`src/clcd_consts.svh`:
```
// Offsets, field positions, reset values and timing figures of the LCD instruction unit
`ifndef CLCD_CONSTS_SVH
`define CLCD_CONSTS_SVH

// APB register byte offsets
`define CLCD_OFF_INSTR      8'h00
`define CLCD_OFF_DATA       8'h04
`define CLCD_OFF_STATUS     8'h08

// Status word field positions
`define CLCD_ST_FLAGS_LSB   0
`define CLCD_ST_SELCG_BIT   8
`define CLCD_ST_BUSY_BIT    9
`define CLCD_ST_PEND_BIT    10
`define CLCD_ST_SHIFT_LSB   16
`define CLCD_ST_AC_LSB      24

// Instruction byte field positions
`define CLCD_ENTRY_INCR_BIT 1
`define CLCD_ENTRY_SHIFT_BIT 0
`define CLCD_DISP_ON_BIT    2
`define CLCD_DISP_CUR_BIT   1
`define CLCD_DISP_BLINK_BIT 0
`define CLCD_SHIFT_SC_BIT   3
`define CLCD_SHIFT_RL_BIT   2
`define CLCD_FUNC_DL_BIT    4
`define CLCD_FUNC_N_BIT     3
`define CLCD_FUNC_F_BIT     2

// Reset and power-on values of the mode flags, address counter and display shift
`define CLCD_RST_DISP_ON    1'b0
`define CLCD_RST_CURSOR_ON  1'b0
`define CLCD_RST_BLINK_ON   1'b0
`define CLCD_RST_INCR       1'b1
`define CLCD_RST_SHIFT_ON   1'b0
`define CLCD_RST_BUS8       1'b1
`define CLCD_RST_TWO_LINE   1'b0
`define CLCD_RST_FONT10     1'b0
`define CLCD_RST_AC         7'h00
`define CLCD_RST_SHIFT      7'h00

// Memory contents
`define CLCD_FILL_CODE      8'h20
`define CLCD_DD_DEPTH       128
`define CLCD_CG_DEPTH       64

// Timing figures, times in microseconds at the reference oscillator rate
`define CLCD_CLK_MHZ        100
`define CLCD_REF_OSC_KHZ    250
`define CLCD_T_EXEC_US      40
`define CLCD_T_CLEAR_US     1640
`define CLCD_T_POR_US       10000
`define CLCD_T_ADD_US       6

`endif

```
`src/clcd_pkg.sv`:
```
// Types shared by the LCD instruction unit
package clcd_pkg;

	// Mode flags kept by the unit
	typedef struct packed {
		logic display_on;
		logic cursor_on;
		logic blink_on;
		logic incr;
		logic shift_on;
		logic bus8;
		logic two_line;
		logic font10;
	} clcd_flags_s;

	// Unit sequencing states
	typedef enum logic [1:0] {
		ST_POR  = 2'b00,
		ST_IDLE = 2'b01,
		ST_EXEC = 2'b10
	} clcd_state_e;

	// Decoded operations
	typedef enum logic [3:0] {
		OP_NONE    = 4'h0,
		OP_CLEAR   = 4'h1,
		OP_HOME    = 4'h2,
		OP_ENTRY   = 4'h3,
		OP_DISPCTL = 4'h4,
		OP_SHIFT   = 4'h5,
		OP_FUNC    = 4'h6,
		OP_SET_CG  = 4'h7,
		OP_SET_DD  = 4'h8,
		OP_DWRITE  = 4'h9,
		OP_DREAD   = 4'hA
	} clcd_op_e;

endpackage : clcd_pkg

```
`src/clcd_mem.sv`:
```
// Byte memory with registered read port
`timescale 1ns/1ps
module clcd_mem #(
	parameter int P_DEPTH = 128,
	parameter int P_AW    = 7
) (
	input  wire logic            i_sys_clk,
	input  wire logic            i_reset_n,
	input  wire logic            i_we,
	input  wire logic [P_AW-1:0] i_waddr,
	input  wire logic [7:0]      i_wdata,
	input  wire logic [P_AW-1:0] i_raddr,
	output logic      [7:0]      o_rdata
);
	logic [7:0] mem_reg [P_DEPTH];

	// Write port
	always_ff @(posedge i_sys_clk)
	begin
		if (i_we)
			mem_reg[i_waddr] <= i_wdata;
	end

	// Registered read port
	always_ff @(posedge i_sys_clk or negedge i_reset_n)
	begin
		if (!i_reset_n)
			o_rdata <= 8'h00;
		else
			o_rdata <= mem_reg[i_raddr];
	end
endmodule : clcd_mem

```
`src/clcd_timer.sv`:
```
// Down counter that times one execution and pulses when it runs out
`timescale 1ns/1ps
module clcd_timer #(
	parameter int P_W = 21
) (
	input  wire logic           i_sys_clk,
	input  wire logic           i_reset_n,
	input  wire logic           i_load,
	input  wire logic [P_W-1:0] i_count,
	output logic                o_busy,
	output logic                o_done
);
	logic [P_W-1:0] cnt_reg;

	// Load overrides counting; a load of zero cancels
	always_ff @(posedge i_sys_clk or negedge i_reset_n)
	begin
		if (!i_reset_n)
			cnt_reg <= '0;
		else if (i_load)
			cnt_reg <= i_count;
		else if (cnt_reg != '0)
			cnt_reg <= cnt_reg - P_W'(1);
	end

	// One-cycle pulse when the count expires
	always_ff @(posedge i_sys_clk or negedge i_reset_n)
	begin
		if (!i_reset_n)
			o_done <= 1'b0;
		else
			o_done <= !i_load && (cnt_reg == P_W'(1));
	end

	assign o_busy = (cnt_reg != '0);
endmodule : clcd_timer

```
`src/clcd_unit.sv`:
```
// Instruction interpreter and power-on initializer of a character LCD controller
//
// Design decisions made here: the register offsets and the APB interface to the registers.
`timescale 1ns/1ps
`include "clcd_consts.svh"
module clcd_unit #(
	parameter int P_OSC_KHZ   = `CLCD_REF_OSC_KHZ,
	parameter int P_CLEAR_CYC = `CLCD_T_CLEAR_US * `CLCD_CLK_MHZ * `CLCD_REF_OSC_KHZ / P_OSC_KHZ,
	parameter int P_POR_CYC   = `CLCD_T_POR_US * `CLCD_CLK_MHZ
) (
	input  wire logic                i_sys_clk,
	input  wire logic                i_reset_n,
	input  wire logic                i_psel,
	input  wire logic                i_penable,
	input  wire logic                i_pwrite,
	input  wire logic [7:0]          i_paddr,
	input  wire logic [31:0]         i_pwdata,
	output logic      [31:0]         o_prdata,
	output logic                     o_pready,
	output logic                     o_pslverr,
	output logic                     o_busy,
	output logic      [6:0]          o_addr_counter,
	output logic      [6:0]          o_disp_shift,
	output logic                     o_sel_glyph,
	output clcd_pkg::clcd_flags_s    o_flags
);
	import clcd_pkg::*;

	localparam int TW       = 21;
	localparam int EXEC_INT = `CLCD_T_EXEC_US * `CLCD_CLK_MHZ * `CLCD_REF_OSC_KHZ / P_OSC_KHZ;
	localparam int ADD_INT  = `CLCD_T_ADD_US * `CLCD_CLK_MHZ * `CLCD_REF_OSC_KHZ / P_OSC_KHZ;
	localparam logic [TW-1:0] EXEC_CYC  = TW'((EXEC_INT < 1) ? 1 : EXEC_INT);
	localparam logic [TW-1:0] ADD_CYC   = TW'((ADD_INT < 1) ? 1 : ADD_INT);
	localparam logic [TW-1:0] CLEAR_CYC = TW'((P_CLEAR_CYC < 1) ? 1 : P_CLEAR_CYC);
	localparam logic [TW-1:0] POR_CYC   = TW'((P_POR_CYC < 1) ? 1 : P_POR_CYC);

	// Opcode from the highest set bit; lower don't-care bits are ignored
	function automatic clcd_op_e decode_instr(input logic [7:0] b);
		clcd_op_e op;
		op = OP_NONE;
		casez (b)
			8'b1???????: op = OP_SET_DD;
			8'b01??????: op = OP_SET_CG;
			8'b001?????: op = OP_FUNC;
			8'b0001????: op = OP_SHIFT;
			8'b00001???: op = OP_DISPCTL;
			8'b000001??: op = OP_ENTRY;
			8'b0000001?: op = OP_HOME;
			8'b00000001: op = OP_CLEAR;
			default:     op = OP_NONE;
		endcase
		return op;
	endfunction : decode_instr

	// Next counter value for one step in the direction given by up
	function automatic logic [6:0] step_addr(input logic [6:0] a, input logic up,
		input logic cg);
		logic [6:0] n;
		n = up ? a + 7'h01 : a - 7'h01;
		return cg ? {1'b0, n[5:0]} : n;
	endfunction : step_addr

	clcd_state_e state_reg;
	clcd_state_e state_next;
	clcd_flags_s flags_reg;
	clcd_op_e    op_reg;
	logic [7:0]  cmd_reg;
	logic [6:0]  ac_reg;
	logic [6:0]  shift_reg;
	logic        sel_cg_reg;
	logic        busy_reg;
	logic        nib_phase_reg;
	logic [3:0]  nib_hi_reg;
	logic        por_start_reg;
	logic        step_pend_reg;
	logic [7:0]  fill_reg;
	logic        pready_reg;
	logic        pslverr_reg;
	logic [31:0] prdata_reg;

	logic        setup;
	logic        take;
	logic        acc;
	logic        is_instr;
	logic        is_data;
	logic        is_status;
	logic        err;
	logic        byte_done;
	logic [7:0]  host_byte;
	logic        instr_go;
	logic        dwr_go;
	logic        drd_go;
	logic        any_go;
	logic        tmr_load;
	logic [TW-1:0] tmr_count;
	logic        tmr_done;
	logic        exec_done;
	logic        por_done;
	logic        step_done;
	logic        step_apply;
	logic        step_load;
	logic [TW-1:0] step_count;
	logic        fill_active;
	logic        dd_we;
	logic [6:0]  dd_waddr;
	logic [7:0]  dd_wdata;
	logic        cg_we;
	logic [7:0]  dd_rdata;
	logic [7:0]  cg_rdata;
	logic [7:0]  rd_byte;
	logic [7:0]  rd_lane;
	logic [31:0] status_word;
	logic [31:0] rd_word;

	// APB phase and address decode
	assign setup     = i_psel && !i_penable;
	assign take      = i_psel && i_penable && pready_reg;
	assign is_instr  = (i_paddr == `CLCD_OFF_INSTR);
	assign is_data   = (i_paddr == `CLCD_OFF_DATA);
	assign is_status = (i_paddr == `CLCD_OFF_STATUS);
	assign err = !(is_instr || is_data || is_status) || (is_status && i_pwrite)
		|| (busy_reg && ((is_instr && i_pwrite) || is_data));
	assign acc = take && !pslverr_reg;

	// Byte assembly from one 8-bit or two upper-nibble transfers
	assign byte_done = flags_reg.bus8 || nib_phase_reg;
	assign host_byte = flags_reg.bus8 ? i_pwdata[7:0] : {nib_hi_reg, i_pwdata[7:4]};
	assign instr_go  = acc && is_instr && i_pwrite && byte_done;
	assign dwr_go    = acc && is_data && i_pwrite && byte_done;
	assign drd_go    = acc && is_data && !i_pwrite && byte_done;
	assign any_go    = instr_go || dwr_go || drd_go;

	// Nibble phase and held high nibble
	always_ff @(posedge i_sys_clk or negedge i_reset_n)
	begin
		if (!i_reset_n)
		begin
			nib_phase_reg <= 1'b0;
			nib_hi_reg    <= 4'h0;
		end
		else if (exec_done && op_reg == OP_FUNC)
			nib_phase_reg <= 1'b0;
		else if (acc && (is_instr || is_data) && !flags_reg.bus8)
		begin
			nib_phase_reg <= !nib_phase_reg;
			if (!nib_phase_reg)
				nib_hi_reg <= i_pwdata[7:4];
		end
	end

	// Latch the received byte and its operation before executing
	always_ff @(posedge i_sys_clk or negedge i_reset_n)
	begin
		if (!i_reset_n)
		begin
			cmd_reg <= 8'h00;
			op_reg  <= OP_NONE;
		end
		else if (instr_go)
		begin
			cmd_reg <= host_byte;
			op_reg  <= decode_instr(host_byte);
		end
		else if (dwr_go)
		begin
			cmd_reg <= host_byte;
			op_reg  <= OP_DWRITE;
		end
		else if (drd_go)
			op_reg <= OP_DREAD;
	end

	// Power-on start pulse taken just after reset release
	always_ff @(posedge i_sys_clk or negedge i_reset_n)
	begin
		if (!i_reset_n)
			por_start_reg <= 1'b1;
		else
			por_start_reg <= 1'b0;
	end

	// Execution timer; long operations take the clear time
	assign tmr_load  = por_start_reg || any_go;
	assign tmr_count = por_start_reg ? POR_CYC
		: (instr_go && (decode_instr(host_byte) == OP_CLEAR
		|| decode_instr(host_byte) == OP_HOME)) ? CLEAR_CYC
		: EXEC_CYC;
	assign exec_done = tmr_done && state_reg == ST_EXEC;
	assign por_done  = tmr_done && state_reg == ST_POR;

	clcd_timer #(.P_W(TW)) u_exec_tmr (
		.i_sys_clk (i_sys_clk),
		.i_reset_n (i_reset_n),
		.i_load    (tmr_load),
		.i_count   (tmr_count),
		.o_busy    (),
		.o_done    (tmr_done)
	);

	// Sequencer
	always_comb
	begin
		state_next = state_reg;
		unique case (state_reg)
			ST_POR:  if (por_done) state_next = ST_IDLE;
			ST_IDLE: if (any_go) state_next = ST_EXEC;
			ST_EXEC: if (exec_done) state_next = ST_IDLE;
			default: state_next = ST_IDLE;
		endcase
	end

	// State and busy flag
	always_ff @(posedge i_sys_clk or negedge i_reset_n)
	begin
		if (!i_reset_n)
		begin
			state_reg <= ST_POR;
			busy_reg  <= 1'b1;
		end
		else
		begin
			state_reg <= state_next;
			busy_reg  <= (state_next != ST_IDLE);
		end
	end

	// Delayed counter step after a data access
	assign step_load  = (exec_done && (op_reg == OP_DWRITE || op_reg == OP_DREAD))
		|| (any_go && step_pend_reg);
	assign step_count = any_go ? '0 : ADD_CYC;
	assign step_apply = step_pend_reg && (step_done || any_go);

	clcd_timer #(.P_W(TW)) u_step_tmr (
		.i_sys_clk (i_sys_clk),
		.i_reset_n (i_reset_n),
		.i_load    (step_load),
		.i_count   (step_count),
		.o_busy    (),
		.o_done    (step_done)
	);

	// Pending step marker
	always_ff @(posedge i_sys_clk or negedge i_reset_n)
	begin
		if (!i_reset_n)
			step_pend_reg <= 1'b0;
		else if (exec_done && (op_reg == OP_DWRITE || op_reg == OP_DREAD))
			step_pend_reg <= 1'b1;
		else if (step_apply)
			step_pend_reg <= 1'b0;
	end

	// Address counter; changes only at execution end or step, so status shows the old value
	always_ff @(posedge i_sys_clk or negedge i_reset_n)
	begin
		if (!i_reset_n)
			ac_reg <= `CLCD_RST_AC;
		else if (por_done)
			ac_reg <= `CLCD_RST_AC;
		else if (step_apply)
			ac_reg <= step_addr(ac_reg, flags_reg.incr, sel_cg_reg);
		else if (exec_done)
		begin
			unique case (op_reg)
				OP_CLEAR:  ac_reg <= 7'h00;
				OP_HOME:   ac_reg <= 7'h00;
				OP_SHIFT:  if (!cmd_reg[`CLCD_SHIFT_SC_BIT])
					ac_reg <= step_addr(ac_reg, cmd_reg[`CLCD_SHIFT_RL_BIT], 1'b0);
				OP_SET_CG: ac_reg <= {1'b0, cmd_reg[5:0]};
				OP_SET_DD: ac_reg <= cmd_reg[6:0];
				default:   ac_reg <= ac_reg;
			endcase
		end
	end

	// Display shift offset; positive counts are left shifts
	always_ff @(posedge i_sys_clk or negedge i_reset_n)
	begin
		if (!i_reset_n)
			shift_reg <= `CLCD_RST_SHIFT;
		else if (por_done)
			shift_reg <= `CLCD_RST_SHIFT;
		else if (exec_done)
		begin
			unique case (op_reg)
				OP_CLEAR:  shift_reg <= 7'h00;
				OP_HOME:   shift_reg <= 7'h00;
				OP_SHIFT:  if (cmd_reg[`CLCD_SHIFT_SC_BIT])
					shift_reg <= cmd_reg[`CLCD_SHIFT_RL_BIT] ? shift_reg - 7'h01
						: shift_reg + 7'h01;
				OP_DWRITE: if (flags_reg.shift_on && !sel_cg_reg)
					shift_reg <= flags_reg.incr ? shift_reg + 7'h01
						: shift_reg - 7'h01;
				default:   shift_reg <= shift_reg;
			endcase
		end
	end

	// Memory selection follows the last address-setting instruction
	always_ff @(posedge i_sys_clk or negedge i_reset_n)
	begin
		if (!i_reset_n)
			sel_cg_reg <= 1'b0;
		else if (exec_done)
		begin
			unique case (op_reg)
				OP_SET_CG: sel_cg_reg <= 1'b1;
				OP_SET_DD, OP_CLEAR, OP_HOME: sel_cg_reg <= 1'b0;
				OP_SHIFT:  if (!cmd_reg[`CLCD_SHIFT_SC_BIT]) sel_cg_reg <= 1'b0;
				default:   sel_cg_reg <= sel_cg_reg;
			endcase
		end
	end

	// Mode flags
	always_ff @(posedge i_sys_clk or negedge i_reset_n)
	begin
		if (!i_reset_n)
			flags_reg <= '{`CLCD_RST_DISP_ON, `CLCD_RST_CURSOR_ON, `CLCD_RST_BLINK_ON,
				`CLCD_RST_INCR, `CLCD_RST_SHIFT_ON, `CLCD_RST_BUS8,
				`CLCD_RST_TWO_LINE, `CLCD_RST_FONT10};
		else if (por_done)
			flags_reg <= '{`CLCD_RST_DISP_ON, `CLCD_RST_CURSOR_ON, `CLCD_RST_BLINK_ON,
				`CLCD_RST_INCR, `CLCD_RST_SHIFT_ON, `CLCD_RST_BUS8,
				`CLCD_RST_TWO_LINE, `CLCD_RST_FONT10};
		else if (exec_done)
		begin
			unique case (op_reg)
				OP_CLEAR:   flags_reg.incr <= 1'b1;
				OP_ENTRY:
				begin
					flags_reg.incr     <= cmd_reg[`CLCD_ENTRY_INCR_BIT];
					flags_reg.shift_on <= cmd_reg[`CLCD_ENTRY_SHIFT_BIT];
				end
				OP_DISPCTL:
				begin
					flags_reg.display_on <= cmd_reg[`CLCD_DISP_ON_BIT];
					flags_reg.cursor_on  <= cmd_reg[`CLCD_DISP_CUR_BIT];
					flags_reg.blink_on   <= cmd_reg[`CLCD_DISP_BLINK_BIT];
				end
				OP_FUNC:
				begin
					flags_reg.bus8     <= cmd_reg[`CLCD_FUNC_DL_BIT];
					flags_reg.two_line <= cmd_reg[`CLCD_FUNC_N_BIT];
					flags_reg.font10   <= cmd_reg[`CLCD_FUNC_F_BIT];
				end
				default:    flags_reg <= flags_reg;
			endcase
		end
	end

	// Fill walk over display memory during power-on and clear
	assign fill_active = !fill_reg[7];
	always_ff @(posedge i_sys_clk or negedge i_reset_n)
	begin
		if (!i_reset_n)
			fill_reg <= 8'h80;
		else if (por_start_reg || (instr_go && decode_instr(host_byte) == OP_CLEAR))
			fill_reg <= 8'h00;
		else if (fill_active)
			fill_reg <= fill_reg + 8'h01;
	end

	// Memory write ports
	assign dd_we    = fill_active || (exec_done && op_reg == OP_DWRITE && !sel_cg_reg);
	assign dd_waddr = fill_active ? fill_reg[6:0] : ac_reg;
	assign dd_wdata = fill_active ? `CLCD_FILL_CODE : cmd_reg;
	assign cg_we    = exec_done && op_reg == OP_DWRITE && sel_cg_reg;

	clcd_mem #(.P_DEPTH(`CLCD_DD_DEPTH), .P_AW(7)) u_dd_mem (
		.i_sys_clk (i_sys_clk),
		.i_reset_n (i_reset_n),
		.i_we      (dd_we),
		.i_waddr   (dd_waddr),
		.i_wdata   (dd_wdata),
		.i_raddr   (ac_reg),
		.o_rdata   (dd_rdata)
	);

	clcd_mem #(.P_DEPTH(`CLCD_CG_DEPTH), .P_AW(6)) u_cg_mem (
		.i_sys_clk (i_sys_clk),
		.i_reset_n (i_reset_n),
		.i_we      (cg_we),
		.i_waddr   (ac_reg[5:0]),
		.i_wdata   (cmd_reg),
		.i_raddr   (ac_reg[5:0]),
		.o_rdata   (cg_rdata)
	);

	// Read data selection
	assign rd_byte = is_instr ? {busy_reg, ac_reg}
		: (sel_cg_reg ? cg_rdata : dd_rdata);
	assign rd_lane = flags_reg.bus8 ? rd_byte
		: (nib_phase_reg ? {rd_byte[3:0], 4'h0} : {rd_byte[7:4], 4'h0});
	always_comb
	begin
		status_word = 32'h0000_0000;
		status_word[`CLCD_ST_FLAGS_LSB +: 8] = flags_reg;
		status_word[`CLCD_ST_SELCG_BIT]      = sel_cg_reg;
		status_word[`CLCD_ST_BUSY_BIT]       = busy_reg;
		status_word[`CLCD_ST_PEND_BIT]       = step_pend_reg;
		status_word[`CLCD_ST_SHIFT_LSB +: 7] = shift_reg;
		status_word[`CLCD_ST_AC_LSB +: 7]    = ac_reg;
	end
	assign rd_word = is_status ? status_word : {24'h00_0000, rd_lane};

	// APB answer; data reads take one wait state for the memory read
	always_ff @(posedge i_sys_clk or negedge i_reset_n)
	begin
		if (!i_reset_n)
		begin
			pready_reg  <= 1'b0;
			pslverr_reg <= 1'b0;
			prdata_reg  <= 32'h0000_0000;
		end
		else if (setup || (i_psel && i_penable && !pready_reg))
		begin
			pready_reg  <= !(setup && is_data && !i_pwrite);
			pslverr_reg <= err;
			prdata_reg  <= i_pwrite ? 32'h0000_0000 : rd_word;
		end
		else
		begin
			pready_reg  <= 1'b0;
			pslverr_reg <= 1'b0;
		end
	end

	assign o_pready       = pready_reg;
	assign o_pslverr      = pslverr_reg;
	assign o_prdata       = prdata_reg;
	assign o_busy         = busy_reg;
	assign o_addr_counter = ac_reg;
	assign o_disp_shift   = shift_reg;
	assign o_sel_glyph    = sel_cg_reg;
	assign o_flags        = flags_reg;
endmodule : clcd_unit

```
`config.mk`:
```
export PLATFORM = sky130hd
export DESIGN_NAME = clcd_unit
export DESIGN_NICKNAME = d
export VERILOG_FILES = /design/src/clcd_pkg.sv /design/src/clcd_mem.sv /design/src/clcd_timer.sv /design/src/clcd_unit.sv
export VERILOG_INCLUDE_DIRS = /design/src
export SDC_FILE = /design/constraint.sdc
export NUM_CORES = 2
export LEC_CHECK = 0
export ABC_AREA = 1
export BUFFER_PORTS_ARGS = -buffer_cell sky130_fd_sc_hd__buf_2
export CAP_MARGIN = 25
export CORE_UTILIZATION = 55
export CTS_BUF_LIST = sky130_fd_sc_hd__clkbuf_8
export CTS_CLUSTER_DIAMETER = 80
export CTS_CLUSTER_SIZE = 24
export DETAILED_ROUTE_END_ITERATION = 10
export PLACE_DENSITY = 0.71
export SKIP_LAST_GASP = 1
export SYNTH_ARGS = -nofsm -noshare
export SYNTH_HDL_FRONTEND = slang
export SYNTH_SLANG_ARGS = --single-unit
```
`constraint.sdc`:
```
create_clock -name i_sys_clk -period 4.39 [get_ports i_sys_clk]
set_clock_uncertainty 0.05 [all_clocks]
set_input_delay 0.878 -clock i_sys_clk [delete_from_list [all_inputs] [get_ports i_sys_clk]]
set_output_delay 0.878 -clock i_sys_clk [all_outputs]
set_load 0.01 [all_outputs]
```
==> qor.txt <==
status: finished, final reports clean
max FFs per register: 1,024
layout cells sized above 1: 5.16%
vias in the first global route: 44,400
DRC: 0
Setup Fix Bufs, Post-CTS: 0
GR Overflow Total: 0
initial core utilization: 55.4%
Post-synth EDFFs: 1,536
Distinct cells, synth: 54
clock sinks: 1,676
VDD IR max: 0.308 mV
setup violators final: 0
slew margin rel.: 32.1%
Syn Inst Count: 6,761
IO Count: 103
largest net degree at the start of global routing: 171
WL per Instance: 21.2 um
Nets: 6,780
drt pass-1 iters: 8
Worst-Margin Slew: 1020 ps
Pwr Density: 324 nW/um^2
gp weighted congestion: 0.907
setup tns final: 0 ps
Yosys Warn Count: 0
gr usage total: 27.4%
Hold Crit Class: in -> async
die height: 360 um
Post-CTS Resized: 0
Buffers on Ports: 71
initial antenna violation count: 3
die area: 130,000 um^2
flops & latches, synth: 1,676
critical path peak fanout: 27
routed wire length: 178,000 um
DRT iter0 DRCs: 5,657
TritonCTS clock tree: built
Reg2Reg Depth: 4
dpl cell area: 72,800 um^2
area grow syn2layout: 4.94%
Design Area, Final: 74,100 um^2
Clock Pin Slew Worst Setup and Hold Paths: 140 ps
number of max-cap violations: 0
post-DP HPWL: 105,000 um
Avg Cell Area, Syn: 10.4 um^2
synthesized area: 70,600 um^2
Async SR Flop Fraction: 8.35%
predominant post-synthesis flop cell: edfxtp_1
f_max: 281 MHz
Layout fillers: 10,500
CTS buffer count: 80
Worst EP required: 4830 ps
# hold bufs at CTS: 0
most common cell after layout, fill and taps aside: nand2_1
worst reg2reg path startpoint: fill_reg[7]$_DFF_PN1_
Vias: 47,400
RSZ-0062 raised after global routing: no
Hold Vio Cnt, Final: 0
Leak: 29.2 nW
Max Transition Viols Final: 0
Core Rows: 131
Final Power: 24.0 mW
crit path DAT: 4000 ps
crit path time final: 3560 ps
WS Path Type: reg -> reg
Crit. End Element: flip-flop
Routed Antenna Nets: 0
Max Root-Sink Buffers: 3
core area: 128,000 um^2
Seq/Total Area, Yosys: 70.3%
period utilisation layout: 81.2%
Root Driver: clkbuf_8
# H-tree levels: 3
crit start category: flip-flop
commonest non-fill, non-tap cells in the layout: nand2_1 (3,441), edfxtp_1 (1,536), nor2_1 (408), inv_1 (195), o21ai_0 (156)
first-pass GRT wire length: 270,000 um
FF-to-FF setup slack: 830 ps
clk_lat worst skew: 870 ps
Via density: 5.64
Critical R2R Capture: u_dd_mem.mem_reg[56][2]$_DFFE_PP_
die width: 360 um
==> area by class of cell <==
cell class	count	area, um^2	share of cell area, %
inverters	207	821	1.11
multi-input cells	4576	18800	25.4
repair buffers	185	1440	1.95
clock inverters	19	123	0.166
well taps	1662	2080	2.81
clock buffers	85	1170	1.58
diodes	3	7.51	0.0101
flip-flops and latches	1676	49700	67.0
==> cell families (layout without fill, tap and decap cells) <==
family	after synthesis	in the layout	share of synthesized area, %
mux	3	3	0.0443
compound gates	390	390	3.10
flops	1676	1676	70.3
simple gates	4127	4127	22.8
other cells	1	11	0.00531
fa+ha+maj	9	9	0.160
xor+xnor	39	39	0.484
buf+inv	516	496	3.15
==> through the flow <==
stage	std cells	util [%]	worst slack, ps	hold WS (ps)
floorplan	6768	-	939	368
global placement	8306	57.1	981	414
detailed placement	8306	57.1	923	419
CTS	8410	58.1	866	48.6
global route	8413	58.1	625	96.9
finish	8413	58.1	825	51.6
==> synth_stat cells (3+ instances only) <==
cell type,n,area [um^2]
xnor2_1,12,105
clkbuf_1,92,345
nand3_1,129,646
nand2_4,3,33.8
or2_2,4,25.0
a21oi_1,141,706
inv_2,8,30.0
o2bb2ai_1,7,61.3
nor2_1,413,1550
ha_1,9,113
edfxtp_1,1536,46100
a32o_1,3,30.0
nor3_1,23,115
o31ai_1,4,30.0
dfrtp_1,135,3380
a211oi_1,4,30.0
o211ai_1,5,37.5
inv_1,191,717
o21ai_0,156,781
a22oi_1,41,308
buf_1,30,113
xor2_1,27,236
dfstp_2,5,131
o21ai_1,6,30.0
buf_2,170,851
o221ai_1,3,26.3
o22ai_1,10,62.6
and2_0,4,25.0
nor2_4,5,56.3
nand3b_1,3,22.5
clkinv_1,7,26.3
nand2_2,9,56.3
nand4_1,80,500
nand2_1,3441,12900
buf_4,15,113
==> report_power, final <==
| part | total [mW] | switching (mW) | leakage [nW] | internal (mW) |
|---|---|---|---|---|
| sequential | 17.2 | 0.0337 | 16.0 | 17.2 |
| clock | 6.42 | 4.56 | 0.710 | 1.85 |
| combinational | 0.341 | 0.251 | 12.5 | 0.0899 |
| total | 24.0 | 4.85 | 29.2 | 19.2 |
==> worst max path at each step <==
| stage | slack (ps) | end | cells past startpoint | startpoint |
|---|---|---|---|---|
| after global routing | 620 | u_dd_mem.mem_reg[50][2]$_DFFE_PP_ | 6 | fill_reg[7]$_DFF_PN1_ |
| final | 830 | u_dd_mem.mem_reg[56][2]$_DFFE_PP_ | 4 | fill_reg[7]$_DFF_PN1_ |
| after global placement | 980 | u_dd_mem.mem_reg[94][3]$_DFFE_PP_ | 6 | fill_reg[7]$_DFF_PN1_ |
| after CTS | 870 | o_addr_counter[0] | 2 | o_addr_counter[0]$_DFFE_PN0P_ |
| after floorplan | 940 | u_dd_mem.mem_reg[0][2]$_DFFE_PP_ | 3 | cmd_reg[2]$_DFFE_PN0P_ |
| after detailed placement | 920 | u_dd_mem.mem_reg[104][0]$_DFFE_PP_ | 4 | fill_reg[7]$_DFF_PN1_ |
==> critical path, cell delays in order, from the launching register on <==
cell and delay (ps):
dfstp_2 870, o21ai_0 390, nor2_1 620, nand3_1 450
nor2_1 830
==> metal layers <==
metal	global-route usage, %	up-vias	share of wire, %
met5	0	-	0
li1	-	22100	-
met4	9.79	0	3.8
met3	4.16	330	8.8
met2	43.5	2155	47
met1	38.7	22800	41
Note: power is estimated with default switching activity, not from simulation.
